===== config.mk =====
export PLATFORM = sky130hd
export DESIGN_NAME = absd_strobe_decoder
export DESIGN_NICKNAME = d
export VERILOG_FILES = /design/src/absd_pkg.sv /design/src/absd_strobe_decoder.sv
export SDC_FILE = /design/constraint.sdc
export NUM_CORES = 1
export LEC_CHECK = 0
export BUFFER_PORTS_ARGS = -buffer_cell sky130_fd_sc_hd__buf_2
export CAP_MARGIN = 5
export CORE_MARGIN = 1
export CORE_UTILIZATION = 55
export DETAILED_ROUTE_END_ITERATION = 16
export PLACE_DENSITY_LB_ADDON = 0.08
export SYNTH_ARGS = -nofsm -noshare
export SYNTH_HDL_FRONTEND = slang
export SYNTH_SLANG_ARGS = --single-unit

===== constraint.sdc =====
create_clock -name ref_clk -period 4.71 [get_ports ref_clk]
set_input_delay 0.471 -clock ref_clk [delete_from_list [all_inputs] [get_ports ref_clk]]
set_output_delay 0.471 -clock ref_clk [all_outputs]
set_load 0.005 [all_outputs]

===== src/absd_pkg.sv =====
// constants and types for the analog bus strobe decoder
package absd_pkg;
    // converter clock rate and request-to-enable delay
    localparam int unsigned CONV_CLK_MHZ = 1;
    localparam int unsigned ENABLE_DELAY_US = 2;
    localparam logic [2:0] ENABLE_DELAY_TICKS = 3'(ENABLE_DELAY_US * CONV_CLK_MHZ);
    // reset and idle values
    localparam logic [7:0] BUS_IDLE = 8'hFF;
    localparam logic [7:0] SEL_IDLE_N = 8'hFF;
    localparam logic [2:0] TICK_RESET = 3'h0;
    localparam logic [1:0] SYNC_RESET = 2'h0;
    // synchroniser reset holds both decoder enables inactive, so no select pulses out of reset
    localparam logic [31:0] PIN_SYNC_RESET = 32'h0000_00C0;
    // decoder B bits that leave the register active high: the two counter loads
    localparam logic [7:0] LOAD_ACTIVE_HIGH = 8'h30;
    // positions in the local decoder outputs
    localparam int unsigned LA_KBD_SCAN = 0;
    localparam int unsigned LA_DAC_U1 = 1;
    localparam int unsigned LA_DAC1 = 2;
    localparam int unsigned LA_DAC2 = 3;
    localparam int unsigned LA_DAC3 = 4;
    localparam int unsigned LA_TIMER = 6;
    localparam int unsigned LA_CONV_REG1 = 7;
    localparam int unsigned LB_KBD_SENSE = 0;
    localparam int unsigned LB_IRQ_PRIO = 1;
    localparam int unsigned LB_CONV_DATA1 = 2;
    localparam int unsigned LB_DAC_DATA0 = 3;
    localparam int unsigned LB_CNT_LD0 = 4;
    localparam int unsigned LB_CNT_LD1 = 5;
    localparam int unsigned LB_ROTARY = 6;
    localparam int unsigned LB_CONV_REG0 = 7;

    // remote assembly addressed by a write cycle
    typedef enum logic [1:0] {
        ABSD_RF   = 2'b00,
        ABSD_FC   = 2'b01,
        ABSD_IF   = 2'b10,
        ABSD_LOG  = 2'b11
    } absd_board_t;

    typedef enum logic [1:0] {
        ABSD_IDLE   = 2'b00,
        ABSD_WAIT   = 2'b01,
        ABSD_ACTIVE = 2'b10,
        ABSD_DONE   = 2'b11
    } absd_state_t;
endpackage : absd_pkg


===== src/absd_strobe_decoder.sv =====
// analog bus strobe timing, remote strobe decode and local select decoders
`timescale 1ns/1ps
// Summary of operation
// - separate active-low strobe per remote board
// - frequency board strobe carries extra qualifier
// - decoder enable low 1 to 2 us after request
// - delay counted on 1 MHz converter clock
// - strobe pulses only on a controller write
// - drive address and data lines, idle high
// - decoder A: address bits 3..1, seven selects (code 5 has no output)
// - decoder B: address bits 2..0, eight selects
module absd_strobe_decoder
(
    // clock and reset
    input  wire logic                 ref_clk,
    input  wire logic                 rst_n,
    // controller side, asynchronous pins
    input  wire logic                 analog_bus_request,
    input  wire logic                 converter_clock_1mhz,
    input  wire absd_pkg::absd_board_t board_select,
    input  wire logic [7:0]           cpu_addr,
    input  wire logic [7:0]           cpu_data,
    // local address and decoder enables
    input  wire logic                 local_addr_bit0,
    input  wire logic                 local_addr_bit1,
    input  wire logic                 local_addr_bit2,
    input  wire logic                 local_addr_bit3,
    input  wire logic                 local_dec_a_en_n,
    input  wire logic                 local_dec_b_en_n,
    // remote cable
    output logic [7:0]                remote_addr,
    output logic [7:0]                remote_data,
    output logic                      remote_decode_en_n,
    output logic                      rf_board_strobe_n,
    output logic                      rf_board_strobe_alt_n,
    output logic                      freq_ctrl_board_strobe_n,
    output logic                      freq_ctrl_board_strobe_alt_n,
    output logic                      if_board_strobe_n,
    output logic                      if_board_strobe_alt_n,
    output logic                      log_amp_strobe_n,
    output logic                      log_amp_strobe_alt_n,
    output logic                      freq_ctrl_qualifier_n,
    // local selects, decoder A
    output logic                      keyboard_scan_sel_n,
    output logic                      dac_u_one_sel_n,
    output logic                      dac_one_sel_n,
    output logic                      dac_two_sel_n,
    output logic                      dac_three_sel_n,
    output logic                      timer_sel_n,
    output logic                      converter_reg_one_sel_n,
    // local selects, decoder B
    output logic                      keyboard_sense_sel_n,
    output logic                      irq_priority_sel_n,
    output logic                      converter_data_one_sel_n,
    output logic                      dac_data_zero_sel_n,
    output logic                      counter_load_zero,
    output logic                      counter_load_one,
    output logic                      rotary_encoder_read_n,
    output logic                      converter_reg_zero_sel_n
);
    import absd_pkg::*;

    // active-low one-hot of a 3-bit code, all high when disabled
    function automatic logic [7:0] absd_dec3(input logic [2:0] code, input logic en_n);
        logic [7:0] sel;
        sel = SEL_IDLE_N;
        if (!en_n)
        begin
            sel[code] = 1'b0;
        end
        return sel;
    endfunction : absd_dec3

    // two-flop synchronisers for every pin input
    localparam int unsigned NSYNC = 32;
    logic [NSYNC-1:0] pins;
    logic [NSYNC-1:0] sync1_reg;
    logic [NSYNC-1:0] sync1_next;
    logic [NSYNC-1:0] sync2_reg;
    logic [NSYNC-1:0] sync2_next;

    assign pins = {analog_bus_request, converter_clock_1mhz, board_select, cpu_addr, cpu_data,
                   local_addr_bit3, local_addr_bit2, local_addr_bit1, local_addr_bit0,
                   local_dec_a_en_n, local_dec_b_en_n, 6'h00};

    always_comb
    begin
        sync1_next = pins;
        sync2_next = sync1_reg;
    end

    always_ff @(posedge ref_clk)
    begin
        if (!rst_n)
        begin
            sync1_reg <= PIN_SYNC_RESET;
            sync2_reg <= PIN_SYNC_RESET;
        end
        else
        begin
            sync1_reg <= sync1_next;
            sync2_reg <= sync2_next;
        end
    end

    logic        req_s;
    logic        cclk_s;
    absd_board_t board_s;
    logic [7:0]  addr_s;
    logic [7:0]  data_s;
    logic [3:0]  laddr_s;
    logic        dec_a_en_n_s;
    logic        dec_b_en_n_s;

    assign req_s        = sync2_reg[31];
    assign cclk_s       = sync2_reg[30];
    assign board_s      = absd_board_t'(sync2_reg[29:28]);
    assign addr_s       = sync2_reg[27:20];
    assign data_s       = sync2_reg[19:12];
    assign laddr_s      = sync2_reg[11:8];
    assign dec_a_en_n_s = sync2_reg[7];
    assign dec_b_en_n_s = sync2_reg[6];

    // edge history, taken only from the second synchroniser stage, registered with the sequencer
    logic [1:0] hist_reg;
    logic [1:0] hist_next;
    logic       req_rise;
    logic       cclk_rise;
    assign req_rise  = req_s & ~hist_reg[1];
    assign cclk_rise = cclk_s & ~hist_reg[0];

    // cycle sequencer: wait for converter ticks, then open the decoder
    absd_state_t state_reg;
    absd_state_t state_next;
    logic [2:0]  tick_reg;
    logic [2:0]  tick_next;
    absd_board_t board_reg;
    absd_board_t board_next;
    logic [7:0]  addr_reg;
    logic [7:0]  addr_next;
    logic [7:0]  data_reg;
    logic [7:0]  data_next;

    always_comb
    begin
        state_next = state_reg;
        tick_next  = tick_reg;
        board_next = board_reg;
        addr_next  = addr_reg;
        data_next  = data_reg;
        hist_next  = {req_s, cclk_s};
        case (state_reg)
            ABSD_IDLE:
            begin
                addr_next = BUS_IDLE;
                data_next = BUS_IDLE;
                if (req_rise)
                begin
                    state_next = ABSD_WAIT;
                    tick_next  = TICK_RESET;
                    board_next = board_s;
                    addr_next  = addr_s;
                    data_next  = data_s;
                end
            end
            ABSD_WAIT:
            begin
                // a stopped converter clock holds the cycle here, never strobing early
                if (!req_s)
                begin
                    state_next = ABSD_IDLE;
                end
                else if (cclk_rise)
                begin
                    tick_next = tick_reg + 3'h1;
                    if (tick_reg + 3'h1 >= ENABLE_DELAY_TICKS)
                    begin
                        state_next = ABSD_ACTIVE;
                    end
                end
            end
            ABSD_ACTIVE:
            begin
                if (!req_s)
                begin
                    state_next = ABSD_DONE;
                end
            end
            ABSD_DONE:
            begin
                // lines stay one cycle past the strobe edge for hold at the far end
                state_next = ABSD_IDLE;
                addr_next  = BUS_IDLE;
                data_next  = BUS_IDLE;
            end
            default:
            begin
                state_next = ABSD_IDLE;
            end
        endcase
    end

    always_ff @(posedge ref_clk)
    begin
        if (!rst_n)
        begin
            state_reg <= ABSD_IDLE;
            tick_reg  <= TICK_RESET;
            board_reg <= ABSD_RF;
            addr_reg  <= BUS_IDLE;
            data_reg  <= BUS_IDLE;
            hist_reg  <= SYNC_RESET;
        end
        else
        begin
            state_reg <= state_next;
            tick_reg  <= tick_next;
            board_reg <= board_next;
            addr_reg  <= addr_next;
            data_reg  <= data_next;
            hist_reg  <= hist_next;
        end
    end

    // output registers: remote strobes and both local decoders
    logic [3:0] rstb_reg;
    logic [3:0] rstb_next;
    logic [7:0] rsel;
    logic       en_n_reg;
    logic       en_n_next;
    logic       qual_n_reg;
    logic       qual_n_next;
    logic [7:0] dec_a_reg;
    logic [7:0] dec_a_next;
    logic [7:0] dec_b_reg;
    logic [7:0] dec_b_next;

    always_comb
    begin
        en_n_next   = (state_next != ABSD_ACTIVE);
        rsel        = absd_dec3({1'b0, board_next}, en_n_next);
        rstb_next   = rsel[3:0];
        qual_n_next = !((state_next == ABSD_WAIT || state_next == ABSD_ACTIVE)
                        && board_next == ABSD_FC);
        dec_a_next  = absd_dec3(laddr_s[3:1], dec_a_en_n_s);
        dec_b_next  = absd_dec3(laddr_s[2:0], dec_b_en_n_s) ^ LOAD_ACTIVE_HIGH;
    end

    always_ff @(posedge ref_clk)
    begin
        if (!rst_n)
        begin
            rstb_reg   <= SEL_IDLE_N[3:0];
            en_n_reg   <= 1'b1;
            qual_n_reg <= 1'b1;
            dec_a_reg  <= SEL_IDLE_N;
            dec_b_reg  <= SEL_IDLE_N ^ LOAD_ACTIVE_HIGH;
        end
        else
        begin
            rstb_reg   <= rstb_next;
            en_n_reg   <= en_n_next;
            qual_n_reg <= qual_n_next;
            dec_a_reg  <= dec_a_next;
            dec_b_reg  <= dec_b_next;
        end
    end

    assign remote_addr                  = addr_reg;
    assign remote_data                  = data_reg;
    assign remote_decode_en_n           = en_n_reg;
    assign rf_board_strobe_n            = rstb_reg[ABSD_RF];
    assign rf_board_strobe_alt_n        = rstb_reg[ABSD_RF];
    assign freq_ctrl_board_strobe_n     = rstb_reg[ABSD_FC];
    assign freq_ctrl_board_strobe_alt_n = rstb_reg[ABSD_FC];
    assign if_board_strobe_n            = rstb_reg[ABSD_IF];
    assign if_board_strobe_alt_n        = rstb_reg[ABSD_IF];
    assign log_amp_strobe_n             = rstb_reg[ABSD_LOG];
    assign log_amp_strobe_alt_n         = rstb_reg[ABSD_LOG];
    assign freq_ctrl_qualifier_n        = qual_n_reg;

    assign keyboard_scan_sel_n      = dec_a_reg[LA_KBD_SCAN];
    assign dac_u_one_sel_n          = dec_a_reg[LA_DAC_U1];
    assign dac_one_sel_n            = dec_a_reg[LA_DAC1];
    assign dac_two_sel_n            = dec_a_reg[LA_DAC2];
    assign dac_three_sel_n          = dec_a_reg[LA_DAC3];
    assign timer_sel_n              = dec_a_reg[LA_TIMER];
    assign converter_reg_one_sel_n  = dec_a_reg[LA_CONV_REG1];

    assign keyboard_sense_sel_n     = dec_b_reg[LB_KBD_SENSE];
    assign irq_priority_sel_n       = dec_b_reg[LB_IRQ_PRIO];
    assign converter_data_one_sel_n = dec_b_reg[LB_CONV_DATA1];
    assign dac_data_zero_sel_n      = dec_b_reg[LB_DAC_DATA0];
    // counter loads are flipped to active high before the register, so pins come from flops
    assign counter_load_zero        = dec_b_reg[LB_CNT_LD0];
    assign counter_load_one         = dec_b_reg[LB_CNT_LD1];
    assign rotary_encoder_read_n    = dec_b_reg[LB_ROTARY];
    assign converter_reg_zero_sel_n = dec_b_reg[LB_CONV_REG0];
endmodule : absd_strobe_decoder


==> impl_metrics.env <==
export IMPL_dieWidth_um=78.6
export IMPL_r2r_start="state_reg[1]"
export IMPL_worst_slew_pin_slew_ns=0.769
export IMPL_period_needed_ns=2.15
export IMPL_syn_nets=323
export IMPL_ant_nets=0
export IMPL_p_sw_uw=358
export IMPL_finalCritPeriodShare_pct=45.7
export IMPL_grt_max_degree=83
export IMPL_synth_top_cell_by_area="dfxtp_1"
export IMPL_drive_above_1_share_pct=28.6
export IMPL_numPortBuffers=68
export IMPL_via_count=2017
export IMPL_wl_per_cell_um=11.7
export IMPL_synth_cells=288
export IMPL_dr_wl_met3_um=216
export IMPL_internal_power_mw=1.15
export IMPL_start_kind="register"
export IMPL_clock_sinks=98
export IMPL_layout_commonest_cell="dfxtp_1"
export IMPL_place_area_um2=3530
export IMPL_layout_common_cells="dfxtp_1 (98), buf_2 (68), and2_1 (50)"
export IMPL_netSwitchingFraction_pct=23.7
export IMPL_numCtsBuffers=9
export IMPL_rsz0062_at_grt="no"
export IMPL_die_height_um=78.6
export IMPL_wl_met2_um=2340
export IMPL_met1_length_um=2320
export IMPL_core_um2=5570
export IMPL_r2r_slack_ns=2.56
export IMPL_topRoutingLayerUsed="met4"
export IMPL_fin_setup_tns_ns=0
export IMPL_synth_edff_count=0
export IMPL_design_area_um2=3740
export IMPL_critPathKind="register to register"
export IMPL_finalWirelength_um=4960
export IMPL_cts_hold_buffers_added=0
export IMPL_post_cts_setup_buffer_count=0
export IMPL_hp_class="input port to register"
export IMPL_seq_area_frac_synth_pct=60.8
export IMPL_cts_resized=0
export IMPL_reg2reg_to="remote_data[3]"
export IMPL_cap_violations=0
export IMPL_p_leak_nw=1.52
export IMPL_synth_ff_type="dfxtp_1"
export IMPL_path_clk_slew_ns=0.09
export IMPL_grt_remaining_overflow=0
export IMPL_dp_hpwl_um=3240
export IMPL_ys_types=41
export IMPL_synthArstFlopShare_pct=0
export IMPL_hold_path_depth=2
export IMPL_synth_seq_cells=98
export IMPL_hold_end="sync1_reg[6]"
export IMPL_pwr_share_comb_pct=6.0
export IMPL_grt_pass1_wl_um=8310
export IMPL_route_detailed_drc=0
export IMPL_antenna_found_initial=0
export IMPL_max_slew_margin_pct=48.7
export IMPL_outcome="finished, final reports clean"
export IMPL_cts_path_max_buffers=2
export IMPL_track_usage_pct=17.9
export IMPL_ff2ff_path_depth=5
export IMPL_boundaryPins=69
export IMPL_final_util_pct=67.1
export IMPL_clockPowerShare_pct=36.5
export IMPL_clock_skew_ns=0.00699
export IMPL_netlist_top_cells_area="dfxtp_1 (61%), and2_1 (9.7%), o22ai_2 (3.9%)"
export IMPL_n_antenna_cell=0
export IMPL_finalNetCount=383
export IMPL_first_pass_iters=4
export IMPL_synth_top_area_share_pct=60.8
export IMPL_crit_path_end_kind="register"
export IMPL_critPathRequiredTime_ns=4.93
export IMPL_power_mw=1.51
export IMPL_vias_per_cell=4.75
export IMPL_holdWs_ns=0.298
export IMPL_max_freq_mhz=465
export IMPL_area_growth_pct=15.9
export IMPL_maxSlewViolCount=0
export IMPL_grt_pass1_vias=1887
export IMPL_gp_congestion=0.741
export IMPL_worstPathArrival_ns=2.37
export IMPL_die_area_um2=6170
export IMPL_initial_core_util_pct=57.9
export IMPL_setup_viol=0
export IMPL_p_seq_share_pct=57.6
export IMPL_hp_start="local_dec_b_en_n"
export IMPL_hold_viol=0
export IMPL_synth_area_per_cell_um2=11.2
export IMPL_synth_area_um2=3230
export IMPL_clock_latency_ns=0.36
export IMPL_cts_tree="built"
export IMPL_critPathMaxFanout=16
export IMPL_clockRootBuffer="clkbuf_8"
export IMPL_drt_iter0_markers=83
export IMPL_power_density_nw_per_um2=404
export IMPL_yosys_warnings=0
export IMPL_htreeDepth=3
export IMPL_peakVddDrop_mv=0.239
export IMPL_rows=27
## critical path: stages, from the launching register on
cell and delay, ns:
dfxtp_1 0.42, inv_1 0.09, ha_1 0.28, or4b_1 0.90, o22ai_1 0.24, nand2_1 0.08
## worst max-delay path by stage
| stage | start | cells past startpoint | end | slack (ns) |
|---|---|---|---|---|
| 2_1_floorplan | state_reg[1] | 9 | rstb_reg[2] | 2.90 |
| 3_3_place_gp | rst_n | 5 | dec_b_reg[5] | 2.60 |
| 3_5_place_dp | state_reg[1] | 5 | remote_data[2] | 2.54 |
| 4_1_cts | state_reg[1] | 5 | remote_data[2] | 2.55 |
| 5_1_grt | state_reg[1] | 5 | remote_data[2] | 2.39 |
| 6_report | state_reg[1] | 5 | remote_data[3] | 2.56 |
## kinds of logic (layout without fill, tap and decap cells)
logic type / count (synthesis) / in the layout / synth area share (%)
AND/OR/NAND/NOR: 121 / 121 / 21.8
flip-flops: 98 / 98 / 60.8
AO/OA/AOI/OAI: 31 / 31 / 8.30
buffers and inverters: 26 / 91 / 4.77
adder cells (fa/ha/maj): 7 / 7 / 2.72
multiplexers: 4 / 4 / 1.28
XOR/XNOR: 1 / 1 / 0.272
## cells in the mapped netlist, types with 3 or more instances
cell type	instances
dfxtp_1	98
and2_1	50
nand2_1	29
o22ai_2	10
clkbuf_1	8
ha_1	7
o22ai_1	7
buf_4	6
inv_1	6
nand2b_1	6
nor2_1	5
nand3_1	4
nor2b_1	4
nor3_1	4
o21ai_0	4
a211oi_1	3
mux2i_1	3
nand4_1	3
nand4b_1	3
## layer usage
| layer | up-vias | global-route usage, % |
|---|---|---|
| met3 | 7 | 5.93 |
| met2 | 43 | 29.1 |
| met4 | 0 | 9.44 |
| li1 | 1066 | - |
| met5 | - | 0 |
| met1 | 901 | 20.9 |
## per-stage QoR
stage / std cells / setup slack (ns)
finish: 425 / 2.56
global route: 425 / 2.39
CTS: 425 / 2.55
detailed placement: 409 / 2.54
global placement: 409 / 2.60
floorplan: 288 / 2.90
## layout make-up
class	instances	area, um^2
clock inverter	7	83.8
clock buffer	9	124
timing repair buffer	69	348
multi-input combinational	164	1110
sequential	98	1960
tap	72	90.1
inverter	6	22.5
fill	464	1830
## power by group through the flow
| stage | combinational, mW | sequential [mW] | clock, mW |
|---|---|---|---|
| final | 0.0901 | 0.870 | 0.551 |
| after global routing | 0.101 | 0.874 | 0.604 |
| after floorplan | 0.0707 | 0.886 | 0 |
| after detailed placement | 0.0910 | 0.890 | 0 |
| after global placement | 0.0892 | 0.889 | 0 |
| after CTS | 0.0914 | 0.870 | 0.567 |
Power figures use the tool's default switching activity.
